**src/rtl/qdcd_defines.svh**
```systemverilog
// constants of the quad converter command decoder: frame layout, codes, register map
// assumes nothing; included by the package-users by bare name
`ifndef QDCD_DEFINES_SVH
`define QDCD_DEFINES_SVH

// ****************************************************************
// serial frame
// ****************************************************************
`define QDCD_FRAME_BITS      5'h18
`define QDCD_DATA_MSB        15
`define QDCD_DATA_LSB        2
`define QDCD_PDBITS_MSB      15
`define QDCD_PDBITS_LSB      14
`define QDCD_REFBITS_MSB     13
`define QDCD_REFBITS_LSB     12

// load field codes
`define QDCD_LOAD_BUF_ONLY   2'h0
`define QDCD_LOAD_SINGLE     2'h1
`define QDCD_LOAD_ALL        2'h2
`define QDCD_LOAD_BROADCAST  2'h3
`define QDCD_SEL_BROADCAST   2'h2

// power-down codes: 00 normal, 01 1k to ground, 10 100k, 11 high impedance
`define QDCD_PD_NORMAL       2'h0
`define QDCD_PD_1K           2'h1
`define QDCD_PD_100K         2'h2
`define QDCD_PD_HIZ          2'h3

// reference command codes in frame bits thirteen and twelve
`define QDCD_REFCMD_DEFAULT  2'h0
`define QDCD_REFCMD_ON       2'h1
`define QDCD_REFCMD_OFF      2'h2

// ****************************************************************
// register map (byte addresses) and reset values
// ****************************************************************
`define QDCD_ADDR_W          5
`define QDCD_REG_CTRL        5'h00
`define QDCD_REG_STATUS      5'h04
`define QDCD_REG_CHAN0       5'h08
`define QDCD_REG_CHAN1       5'h0C
`define QDCD_REG_CHAN2       5'h10
`define QDCD_REG_CHAN3       5'h14
`define QDCD_CTRL_RESET      2'h0
`define QDCD_CODE_RESET      14'h0000

`endif

```
**src/rtl/qdcd_pkg.sv**
```systemverilog
// types shared by the quad converter command decoder files
// assumes nothing; widths are written as literals, not taken from qdcd_defines.svh
package qdcd_pkg;

    // one received 24-bit frame, first bit sent sits at the top
    typedef struct packed {
        logic [1:0]  addr;
        logic [1:0]  load;
        logic        spare;
        logic [1:0]  sel;
        logic        pd_flag;
        logic [15:0] payload;
    } qdcd_frame_type;

    // state of one channel: power-down code and 14-bit code
    typedef struct packed {
        logic [1:0]  pd;
        logic [13:0] code;
    } qdcd_chan_type;

    // internal reference operating mode
    typedef enum logic [1:0] {
        REF_DEFAULT,
        REF_ALWAYS_ON,
        REF_ALWAYS_OFF
    } qdcd_ref_type;

endpackage

```
**src/rtl/qdcd_top.sv**
```systemverilog
// quad converter command decoder: decodes 24-bit serial frames into
// channel buffers, channel outputs, power-down states and reference mode.
// assumes an Avalon-MM master on clk_in and a host driving the serial pins.
//
// Notes on behaviour
// - pd flag with zero load and pd bits and bits 13:12 = 10 turns the reference off for good.
// - once off for good, data writes and loads leave the reference off until a new mode or reset.
// - load 11 with select 10 and pd clear writes the data to all buffers and loads all outputs.
// - all output changes of a frame happen together at its 24th falling clock edge.
// - pd flag with zero load and pd bits and bits 13:12 = 00 restores default reference mode, as reset does.
// - load 11, select 10, pd flag and pd bits 11 put all four outputs in high impedance.
// - in default mode the reference turns off once every channel is powered down.
// - in default mode the reference turns on when any channel returns to normal by a data write.
// - load 01, select 00, pd clear writes and loads channel A alone, others keep their state.
// - with the pd flag set, bits 15:14 pick 1k, 100k or high impedance for the channel.
// - load 10 writes the buffer and loads every channel; load 00 writes the buffer only.
//
// The Avalon-MM interface to the registers and the address map were chosen for this implementation.
`timescale 1ns/1ps
`include "qdcd_defines.svh"

module qdcd_top (
    // clock and reset
    input  wire logic                          clk_in,
    input  wire logic                          rstn_in,
    // avalon-mm slave
    input  wire logic [`QDCD_ADDR_W-1:0]       avs_address_in,
    input  wire logic                          avs_read_in,
    input  wire logic                          avs_write_in,
    input  wire logic [31:0]                   avs_writedata_in,
    output logic      [31:0]                   avs_readdata_out,
    output logic                               avs_waitrequest_out,
    // serial pins
    input  wire logic                          sync_n_in,
    input  wire logic                          sclk_in,
    input  wire logic                          din_in,
    // converter side
    output wire qdcd_pkg::qdcd_chan_type [3:0] chan_out,
    output logic                               ref_on_out,
    output qdcd_pkg::qdcd_ref_type             ref_mode_out
);

    // ****************************************************************
    // frame receiver
    // ****************************************************************
    qdcd_pkg::qdcd_frame_type frame;
    logic                     frame_valid;

    qdcd_serial_rx u_rx (
        .clk_in          (clk_in),
        .rstn_in         (rstn_in),
        .sync_n_in       (sync_n_in),
        .sclk_in         (sclk_in),
        .din_in          (din_in),
        .frame_out       (frame),
        .frame_valid_out (frame_valid)
    );

    // ****************************************************************
    // frame decode
    // ****************************************************************
    logic [1:0] dev_addr_reg;
    logic       hit;
    logic       ref_cmd;
    logic [1:0] pd_bits;
    logic [1:0] ref_bits;

    assign hit      = frame_valid && (frame.addr == dev_addr_reg);
    assign pd_bits  = frame.payload[`QDCD_PDBITS_MSB:`QDCD_PDBITS_LSB];
    assign ref_bits = frame.payload[`QDCD_REFBITS_MSB:`QDCD_REFBITS_LSB];
    assign ref_cmd  = frame.pd_flag && frame.load == `QDCD_LOAD_BUF_ONLY
                      && pd_bits == `QDCD_PD_NORMAL;

    // ****************************************************************
    // per-channel buffer and output
    // ****************************************************************
    logic [3:0] down_next;

    genvar ch;
    generate
        for (ch = 0; ch < 4; ch = ch + 1)
        begin : g_chan
            qdcd_pkg::qdcd_chan_type buf_reg;
            qdcd_pkg::qdcd_chan_type buf_next;
            qdcd_pkg::qdcd_chan_type act_reg;
            qdcd_pkg::qdcd_chan_type act_next;
            logic                    wr;
            logic                    ld;

            // load 10 loads all, load 00 none
            // load 01 loads only the addressed one
            always_comb
            begin
                wr = hit && !ref_cmd && (frame.load == `QDCD_LOAD_BROADCAST
                     || frame.sel == 2'(ch));
                ld = hit && !ref_cmd && (frame.load[1]
                     || (frame.load == `QDCD_LOAD_SINGLE && frame.sel == 2'(ch)));
                buf_next = buf_reg;
                act_next = act_reg;
                if (wr)
                begin
                    // pd bits select the off state, code is kept
                    // pd bits 11 give high impedance
                    if (frame.pd_flag)
                        buf_next.pd = pd_bits;
                    else
                        buf_next = {`QDCD_PD_NORMAL,
                                    frame.payload[`QDCD_DATA_MSB:`QDCD_DATA_LSB]};
                end
                // every load of the frame lands in the same cycle
                if (ld)
                    act_next = buf_next;
                down_next[ch] = (act_next.pd != `QDCD_PD_NORMAL);
            end

            // power-on state is zero code, normal power
            always_ff @(posedge clk_in)
            begin
                if (!rstn_in)
                begin
                    buf_reg <= {`QDCD_PD_NORMAL, `QDCD_CODE_RESET};
                    act_reg <= {`QDCD_PD_NORMAL, `QDCD_CODE_RESET};
                end
                else
                begin
                    buf_reg <= buf_next;
                    act_reg <= act_next;
                end
            end

            assign chan_out[ch] = act_reg;
        end
    endgenerate

    // ****************************************************************
    // reference control
    // ****************************************************************
    qdcd_pkg::qdcd_ref_type mode_next;
    logic                   ref_on_next;

    always_comb
    begin
        mode_next = ref_mode_out;
        if (hit && ref_cmd)
        begin
            unique case (ref_bits)
                `QDCD_REFCMD_DEFAULT: mode_next = qdcd_pkg::REF_DEFAULT;
                `QDCD_REFCMD_ON:      mode_next = qdcd_pkg::REF_ALWAYS_ON;
                `QDCD_REFCMD_OFF:     mode_next = qdcd_pkg::REF_ALWAYS_OFF;
                default:              mode_next = ref_mode_out;
            endcase
        end
        unique case (mode_next)
            // all channels down turns it off
            // a channel back to normal turns it on
            qdcd_pkg::REF_DEFAULT:    ref_on_next = ~&down_next;
            qdcd_pkg::REF_ALWAYS_ON:  ref_on_next = 1'b1;
            qdcd_pkg::REF_ALWAYS_OFF: ref_on_next = 1'b0;
            default:                  ref_on_next = 1'b0;
        endcase
    end

    // reset gives default mode with the reference on
    always_ff @(posedge clk_in)
    begin
        if (!rstn_in)
        begin
            ref_mode_out <= qdcd_pkg::REF_DEFAULT;
            ref_on_out   <= 1'b1;
        end
        else
        begin
            ref_mode_out <= mode_next;
            ref_on_out   <= ref_on_next;
        end
    end

    // ****************************************************************
    // avalon-mm register slave
    // ****************************************************************
    logic        req;
    logic        wait_next;
    logic [31:0] rdata_next;
    logic [1:0]  dev_addr_next;
    logic [7:0]  frames_reg;
    logic [7:0]  frames_next;

    assign req = avs_read_in | avs_write_in;

    // one wait cycle per access keeps read data a clean flop output
    always_comb
    begin
        wait_next     = !(req && avs_waitrequest_out);
        rdata_next    = avs_readdata_out;
        dev_addr_next = dev_addr_reg;
        frames_next   = frames_reg + {7'h00, hit};
        if (avs_read_in && avs_waitrequest_out)
        begin
            unique case (avs_address_in)
                `QDCD_REG_CTRL:   rdata_next = {30'h0, dev_addr_reg};
                `QDCD_REG_STATUS: rdata_next = {16'h0, frames_reg, 5'h00,
                                                ref_on_out, ref_mode_out};
                `QDCD_REG_CHAN0:  rdata_next = {16'h0, chan_out[0]};
                `QDCD_REG_CHAN1:  rdata_next = {16'h0, chan_out[1]};
                `QDCD_REG_CHAN2:  rdata_next = {16'h0, chan_out[2]};
                `QDCD_REG_CHAN3:  rdata_next = {16'h0, chan_out[3]};
                default:          rdata_next = 32'h00000000;
            endcase
        end
        // writes take effect at the edge where waitrequest is low
        if (avs_write_in && !avs_waitrequest_out
            && avs_address_in == `QDCD_REG_CTRL)
            dev_addr_next = avs_writedata_in[1:0];
    end

    always_ff @(posedge clk_in)
    begin
        if (!rstn_in)
        begin
            avs_waitrequest_out <= 1'b1;
            avs_readdata_out    <= 32'h00000000;
            dev_addr_reg        <= `QDCD_CTRL_RESET;
            frames_reg          <= 8'h00;
        end
        else
        begin
            avs_waitrequest_out <= wait_next;
            avs_readdata_out    <= rdata_next;
            dev_addr_reg        <= dev_addr_next;
            frames_reg          <= frames_next;
        end
    end

endmodule

```
**src/rtl/qdcd_serial_rx.sv**
```systemverilog
// serial frame receiver: synchronises select, clock and data pins and
// shifts one bit on each of the first 24 falling serial clock edges while select is low.
// assumes clk_in much faster than the serial clock (at least 4x)
`timescale 1ns/1ps
`include "qdcd_defines.svh"

module qdcd_serial_rx (
    // clock and reset
    input  wire logic                     clk_in,
    input  wire logic                     rstn_in,
    // serial pins from the host
    input  wire logic                     sync_n_in,
    input  wire logic                     sclk_in,
    input  wire logic                     din_in,
    // received frame
    output qdcd_pkg::qdcd_frame_type      frame_out,
    output logic                          frame_valid_out
);

    // ****************************************************************
    // pin synchronisers
    // ****************************************************************
    logic [2:0] meta_reg;
    logic [2:0] pin_reg;
    logic       sclk_prev_reg;

    // first stage feeds only the second stage
    always_ff @(posedge clk_in)
    begin
        if (!rstn_in)
        begin
            meta_reg <= 3'h1;
            pin_reg  <= 3'h1;
        end
        else
        begin
            meta_reg <= {din_in, sclk_in, sync_n_in};
            pin_reg  <= meta_reg;
        end
    end

    // ****************************************************************
    // shift register
    // ****************************************************************
    logic [23:0] shift_reg;
    logic [23:0] shift_next;
    logic [4:0]  count_reg;
    logic [4:0]  count_next;
    logic        valid_next;
    logic        fall;

    assign fall = sclk_prev_reg & ~pin_reg[1];

    // first bit lands at the top
    always_comb
    begin
        shift_next = shift_reg;
        count_next = count_reg;
        valid_next = 1'b0;
        if (pin_reg[0])
        begin
            count_next = 5'h00;   // deselect aborts a short frame
        end
        else if (fall && count_reg != `QDCD_FRAME_BITS)
        begin
            shift_next = {shift_reg[22:0], pin_reg[2]};
            count_next = count_reg + 5'h01;
            // act at the 24th falling edge
            valid_next = (count_next == `QDCD_FRAME_BITS);
        end
    end

    // extra edges after 24 are ignored until select goes high
    always_ff @(posedge clk_in)
    begin
        if (!rstn_in)
        begin
            shift_reg       <= 24'h000000;
            count_reg       <= 5'h00;
            frame_valid_out <= 1'b0;
            // matches the synchroniser's reset level, so no false edge follows reset
            sclk_prev_reg   <= 1'b0;
        end
        else
        begin
            shift_reg       <= shift_next;
            count_reg       <= count_next;
            frame_valid_out <= valid_next;
            sclk_prev_reg   <= pin_reg[1];
        end
    end

    assign frame_out = qdcd_pkg::qdcd_frame_type'(shift_reg);

endmodule

```
**config.mk**
```make
export PLATFORM = sky130hd
export DESIGN_NAME = qdcd_top
export DESIGN_NICKNAME = d
export VERILOG_FILES = /design/src/rtl/qdcd_pkg.sv /design/src/rtl/qdcd_top.sv /design/src/rtl/qdcd_serial_rx.sv
export VERILOG_INCLUDE_DIRS = /design/src /design/src/rtl
export SDC_FILE = /design/constraint.sdc
export NUM_CORES = 1
export LEC_CHECK = 0
export BUFFER_PORTS_ARGS = -buffer_cell sky130_fd_sc_hd__buf_2
export CAP_MARGIN = 5
export CORE_MARGIN = 2
export CORE_UTILIZATION = 50
export DETAILED_ROUTE_END_ITERATION = 10
export PLACE_DENSITY = 0.73
export SLEW_MARGIN = 5
export SYNTH_ARGS = -nofsm -noshare
export SYNTH_HDL_FRONTEND = slang
export SYNTH_HIERARCHICAL = 1
export SYNTH_SLANG_ARGS = --single-unit
```
**constraint.sdc**
```tcl
create_clock -name clk_in -period 1.8 [get_ports clk_in]
set_input_delay 0.09 -clock clk_in [delete_from_list [all_inputs] [get_ports clk_in]]
set_output_delay 0.09 -clock clk_in [all_outputs]
set_load 0.01 [all_outputs]
```
==> metrics.cfg <==
[status]
status = complete, but fails checks
violations = setup timing

[clock_network]
numCtsBuffers = 17
clock-sinks = 195
cts_max_level = 4
cts_tree = built
clk_path_buf_depth = 2
clk_pin_slew_worst_paths_ns = 0.07
cts-root-buf = clkbuf_16
clk-insertion-delay-late_ns = 0.43

[yosys]
synth-seq-area-share_pct = 50.7
ys_ff_latch = 195
synthArstFlopShare_pct = 0
yosys_warnings = 6
avgSynthCellArea_um2 = 9.63
synth_top_cell_area_share_pct = 50.7
synth_edf_count = 0
yosys.area.top_type = dfxtp_1
synthesis.area_um2 = 7690
synthCells = 799
synthDistinctLibCells = 53
ys_top_cells_by_area = dfxtp_1 (51%), mux2i_1 (12%), nor2_1 (4.6%)
synth_flop_cell = dfxtp_1

[timing]
max_freq_mhz = 502
grt_setup_unrepaired = true
whs_ns = 0.0188
hold_viol = 0
fin_skew_ns = 0.0116
max_slew_margin_pct = 57.5
final_max_slew_viol_count = 0
period_share_pct = 111
worst_pin_slew_ns = 0.636
setup_viol = 92
min_period_ns = 1.99
setup_slack_ns = -0.192

[floorplanning]
die_w_um = 128
initial_utilization_pct = 50.8
die_h_um = 128
core-area_um2 = 15100
num_rows = 45
ios = 144
die_area_um2 = 16400

[placement]
port_buffers = 97
gp_congestion = 0.934
dp_hpwl_mm = 13.8
placed_cells = 1079
dpl_worst_slack_ns = -0.227

[critical_path]
startpoint_type = flip-flop
crit-reg2reg-capture = chan_out[60]
crit_end = chan_out[60]
cp-startpoint = u_rx/frame_out[23]
ff2ff_setup_slack_ns = -0.19
reg2reg_depth = 8
reg2reg_from = u_rx/frame_out[23]
end_kind = flip-flop
worstPathArrival_ns = 2.29
crit_fanout = 7
cp_data_required_time_ns = 2.10
critPathKind = reg2reg

[final_layout]
syn_to_final_growth_pct = 28.0
num_antenna_cells = 0
multi_input_comb_area_um2 = 3830
drive_gt1_share_pct = 25.9
final_core_util_pct = 65.0
fin_nets = 976
seqCellArea_um2 = 3910
fill_cells = 1163
final_cells = 1126

[routing]
vias = 6422
first_iter_violations = 585
ant_nets = 0
drt-total-wl_mm = 21.6
drtPass1Iterations = 5
via_per_inst = 5.70
wl_per_cell_um = 19.2
drcViolationCount = 0

[flow_run]
cap_violations = 0

[global_route]
grt_pass1_vias = 6271
antenna_found_initial = 0
grt_use_total_pct = 26.8
grt_max_degree = 45
grt_pass1_wl_mm = 33.9
gr-total-overflow = 0

[pwr]
power.leakage_nw = 4.26
p_total_w = 0.00838
p_per_area_nw_per_um2 = 851
ir_worst_vdd_v = 0.000642

[worst_hold_path]
hold_path_class = in2reg
holdPathStages = 2
min_from = rstn_in

worst max-delay path, stage by stage (launching register included):
cell	delay, ns
dfxtp_2	0.33
xor2_2	0.17
or3_4	0.41
buf_6	0.14
nor3_4	0.16
buf_6	0.13
buf_12	0.15
mux2i_4	0.26
a211oi_2	0.09
power by group:
| group | internal [W] | leakage, nW | switching, W |
|---|---|---|---|
| logic | 0.0000647 | 2.40 | 0.000139 |
| registers | 0.00432 | 1.57 | 0.00000565 |
| clock network | 0.00219 | 0.284 | 0.00166 |
cell type report:
| class | count | share of cell area (%) |
|---|---|---|
| sequential | 195 | 39.7 |
| clock inverter | 11 | 1.54 |
| clock buffer | 19 | 4.40 |
| tap | 188 | 2.39 |
| timing repair buffer | 165 | 12.7 |
| inverter | 8 | 0.305 |
| multi-input combinational | 540 | 38.9 |
through the flow:
step,setup TNS [ns],area (µm²)
after floorplan,-9.62,7800
after global placement,-6.78,8650
after detailed placement,-9.99,8650
after CTS,-4.26,9620
after global routing,-14.51,9840
final,-8.14,9840
cells by family after synthesis:
family | count (synthesis) | synth area share (%)
compound gates | 203 | 16.3
xor+xnor | 11 | 1.25
fa+ha+maj | 6 | 0.943
buf+inv | 79 | 5.71
flops | 195 | 50.7
mux | 94 | 12.3
other cells | 1 | 0.0487
simple gates | 210 | 12.7
cells in the final DEF (no fill, tap or decap), types with 8 or more instances in the layout:
master / Yosys / routed
mux2i_4: 0 / 22
nor2_1: 95 / 94
clkbuf_16: 0 / 18
nand2_1: 53 / 53
nand3_1: 10 / 10
a211oi_1: 18 / 15
and2_1: 12 / 12
a222oi_1: 16 / 16
dlygate4sd3_1: 0 / 8
dfxtp_1: 195 / 192
a21oi_1: 71 / 69
mux2i_1: 91 / 62
buf_2: 1 / 97
buf_4: 19 / 38
conb_1: 1 / 16
a22oi_1: 10 / 9
buf_12: 2 / 12
o21ai_0: 53 / 51
a21o_1: 15 / 15
Yosys cell counts (2+ instances only):
library cell    n
dfxtp_1       195
nor2_1         95
mux2i_1        91
a21oi_1        71
nand2_1        53
o21ai_0        53
clkbuf_1       43
buf_4          19
a211oi_1       18
a222oi_1       16
a21o_1         15
and2_1         12
a22oi_1        10
nand3_1        10
nor3_1          8
xor2_1          8
inv_1           7
a31oi_1         5
buf_6           5
ha_1            5
o21ai_1         5
or3_1           5
and3b_1         4
nand2b_1        4
and3_1          3
mux2_2          3
nand3b_1        3
xnor2_1         3
a221oi_1        2
buf_12          2
nand3b_2        2
nand4b_1        2
nor2b_1         2
layer usage:
| metal | share of wire [%] | GRT usage (%) |
|---|---|---|
| met1 | 43 | 35.6 |
| met2 | 49 | 43.3 |
| met3 | 5.6 | 4.97 |
| met4 | 2.2 | 10.7 |
| met5 | 0 | 0 |
repair_timing:
item,CTS,global route
buffers inserted,6,1
gates resized for setup,37,39
hold buffers,8,0
endpoints found under the hold margin,7,0
gates cloned,3,1
pin swaps,7,7
endpoints found under the setup margin,123,135
worst min path at each step:
| stage | slack [ns] | to |
|---|---|---|
| floorplan | 0.16 | u_rx/meta_reg[0] |
| global placement | 0.28 | u_rx/meta_reg[0] |
| detailed placement | 0.28 | u_rx/meta_reg[0] |
| CTS | 0.004 | u_rx/pin_reg[1] |
| global route | 0.01 | u_rx/sclk_prev_reg |
| finish | 0.02 | u_rx/pin_reg[1] |
Note: power is estimated with default switching activity, not from simulation.
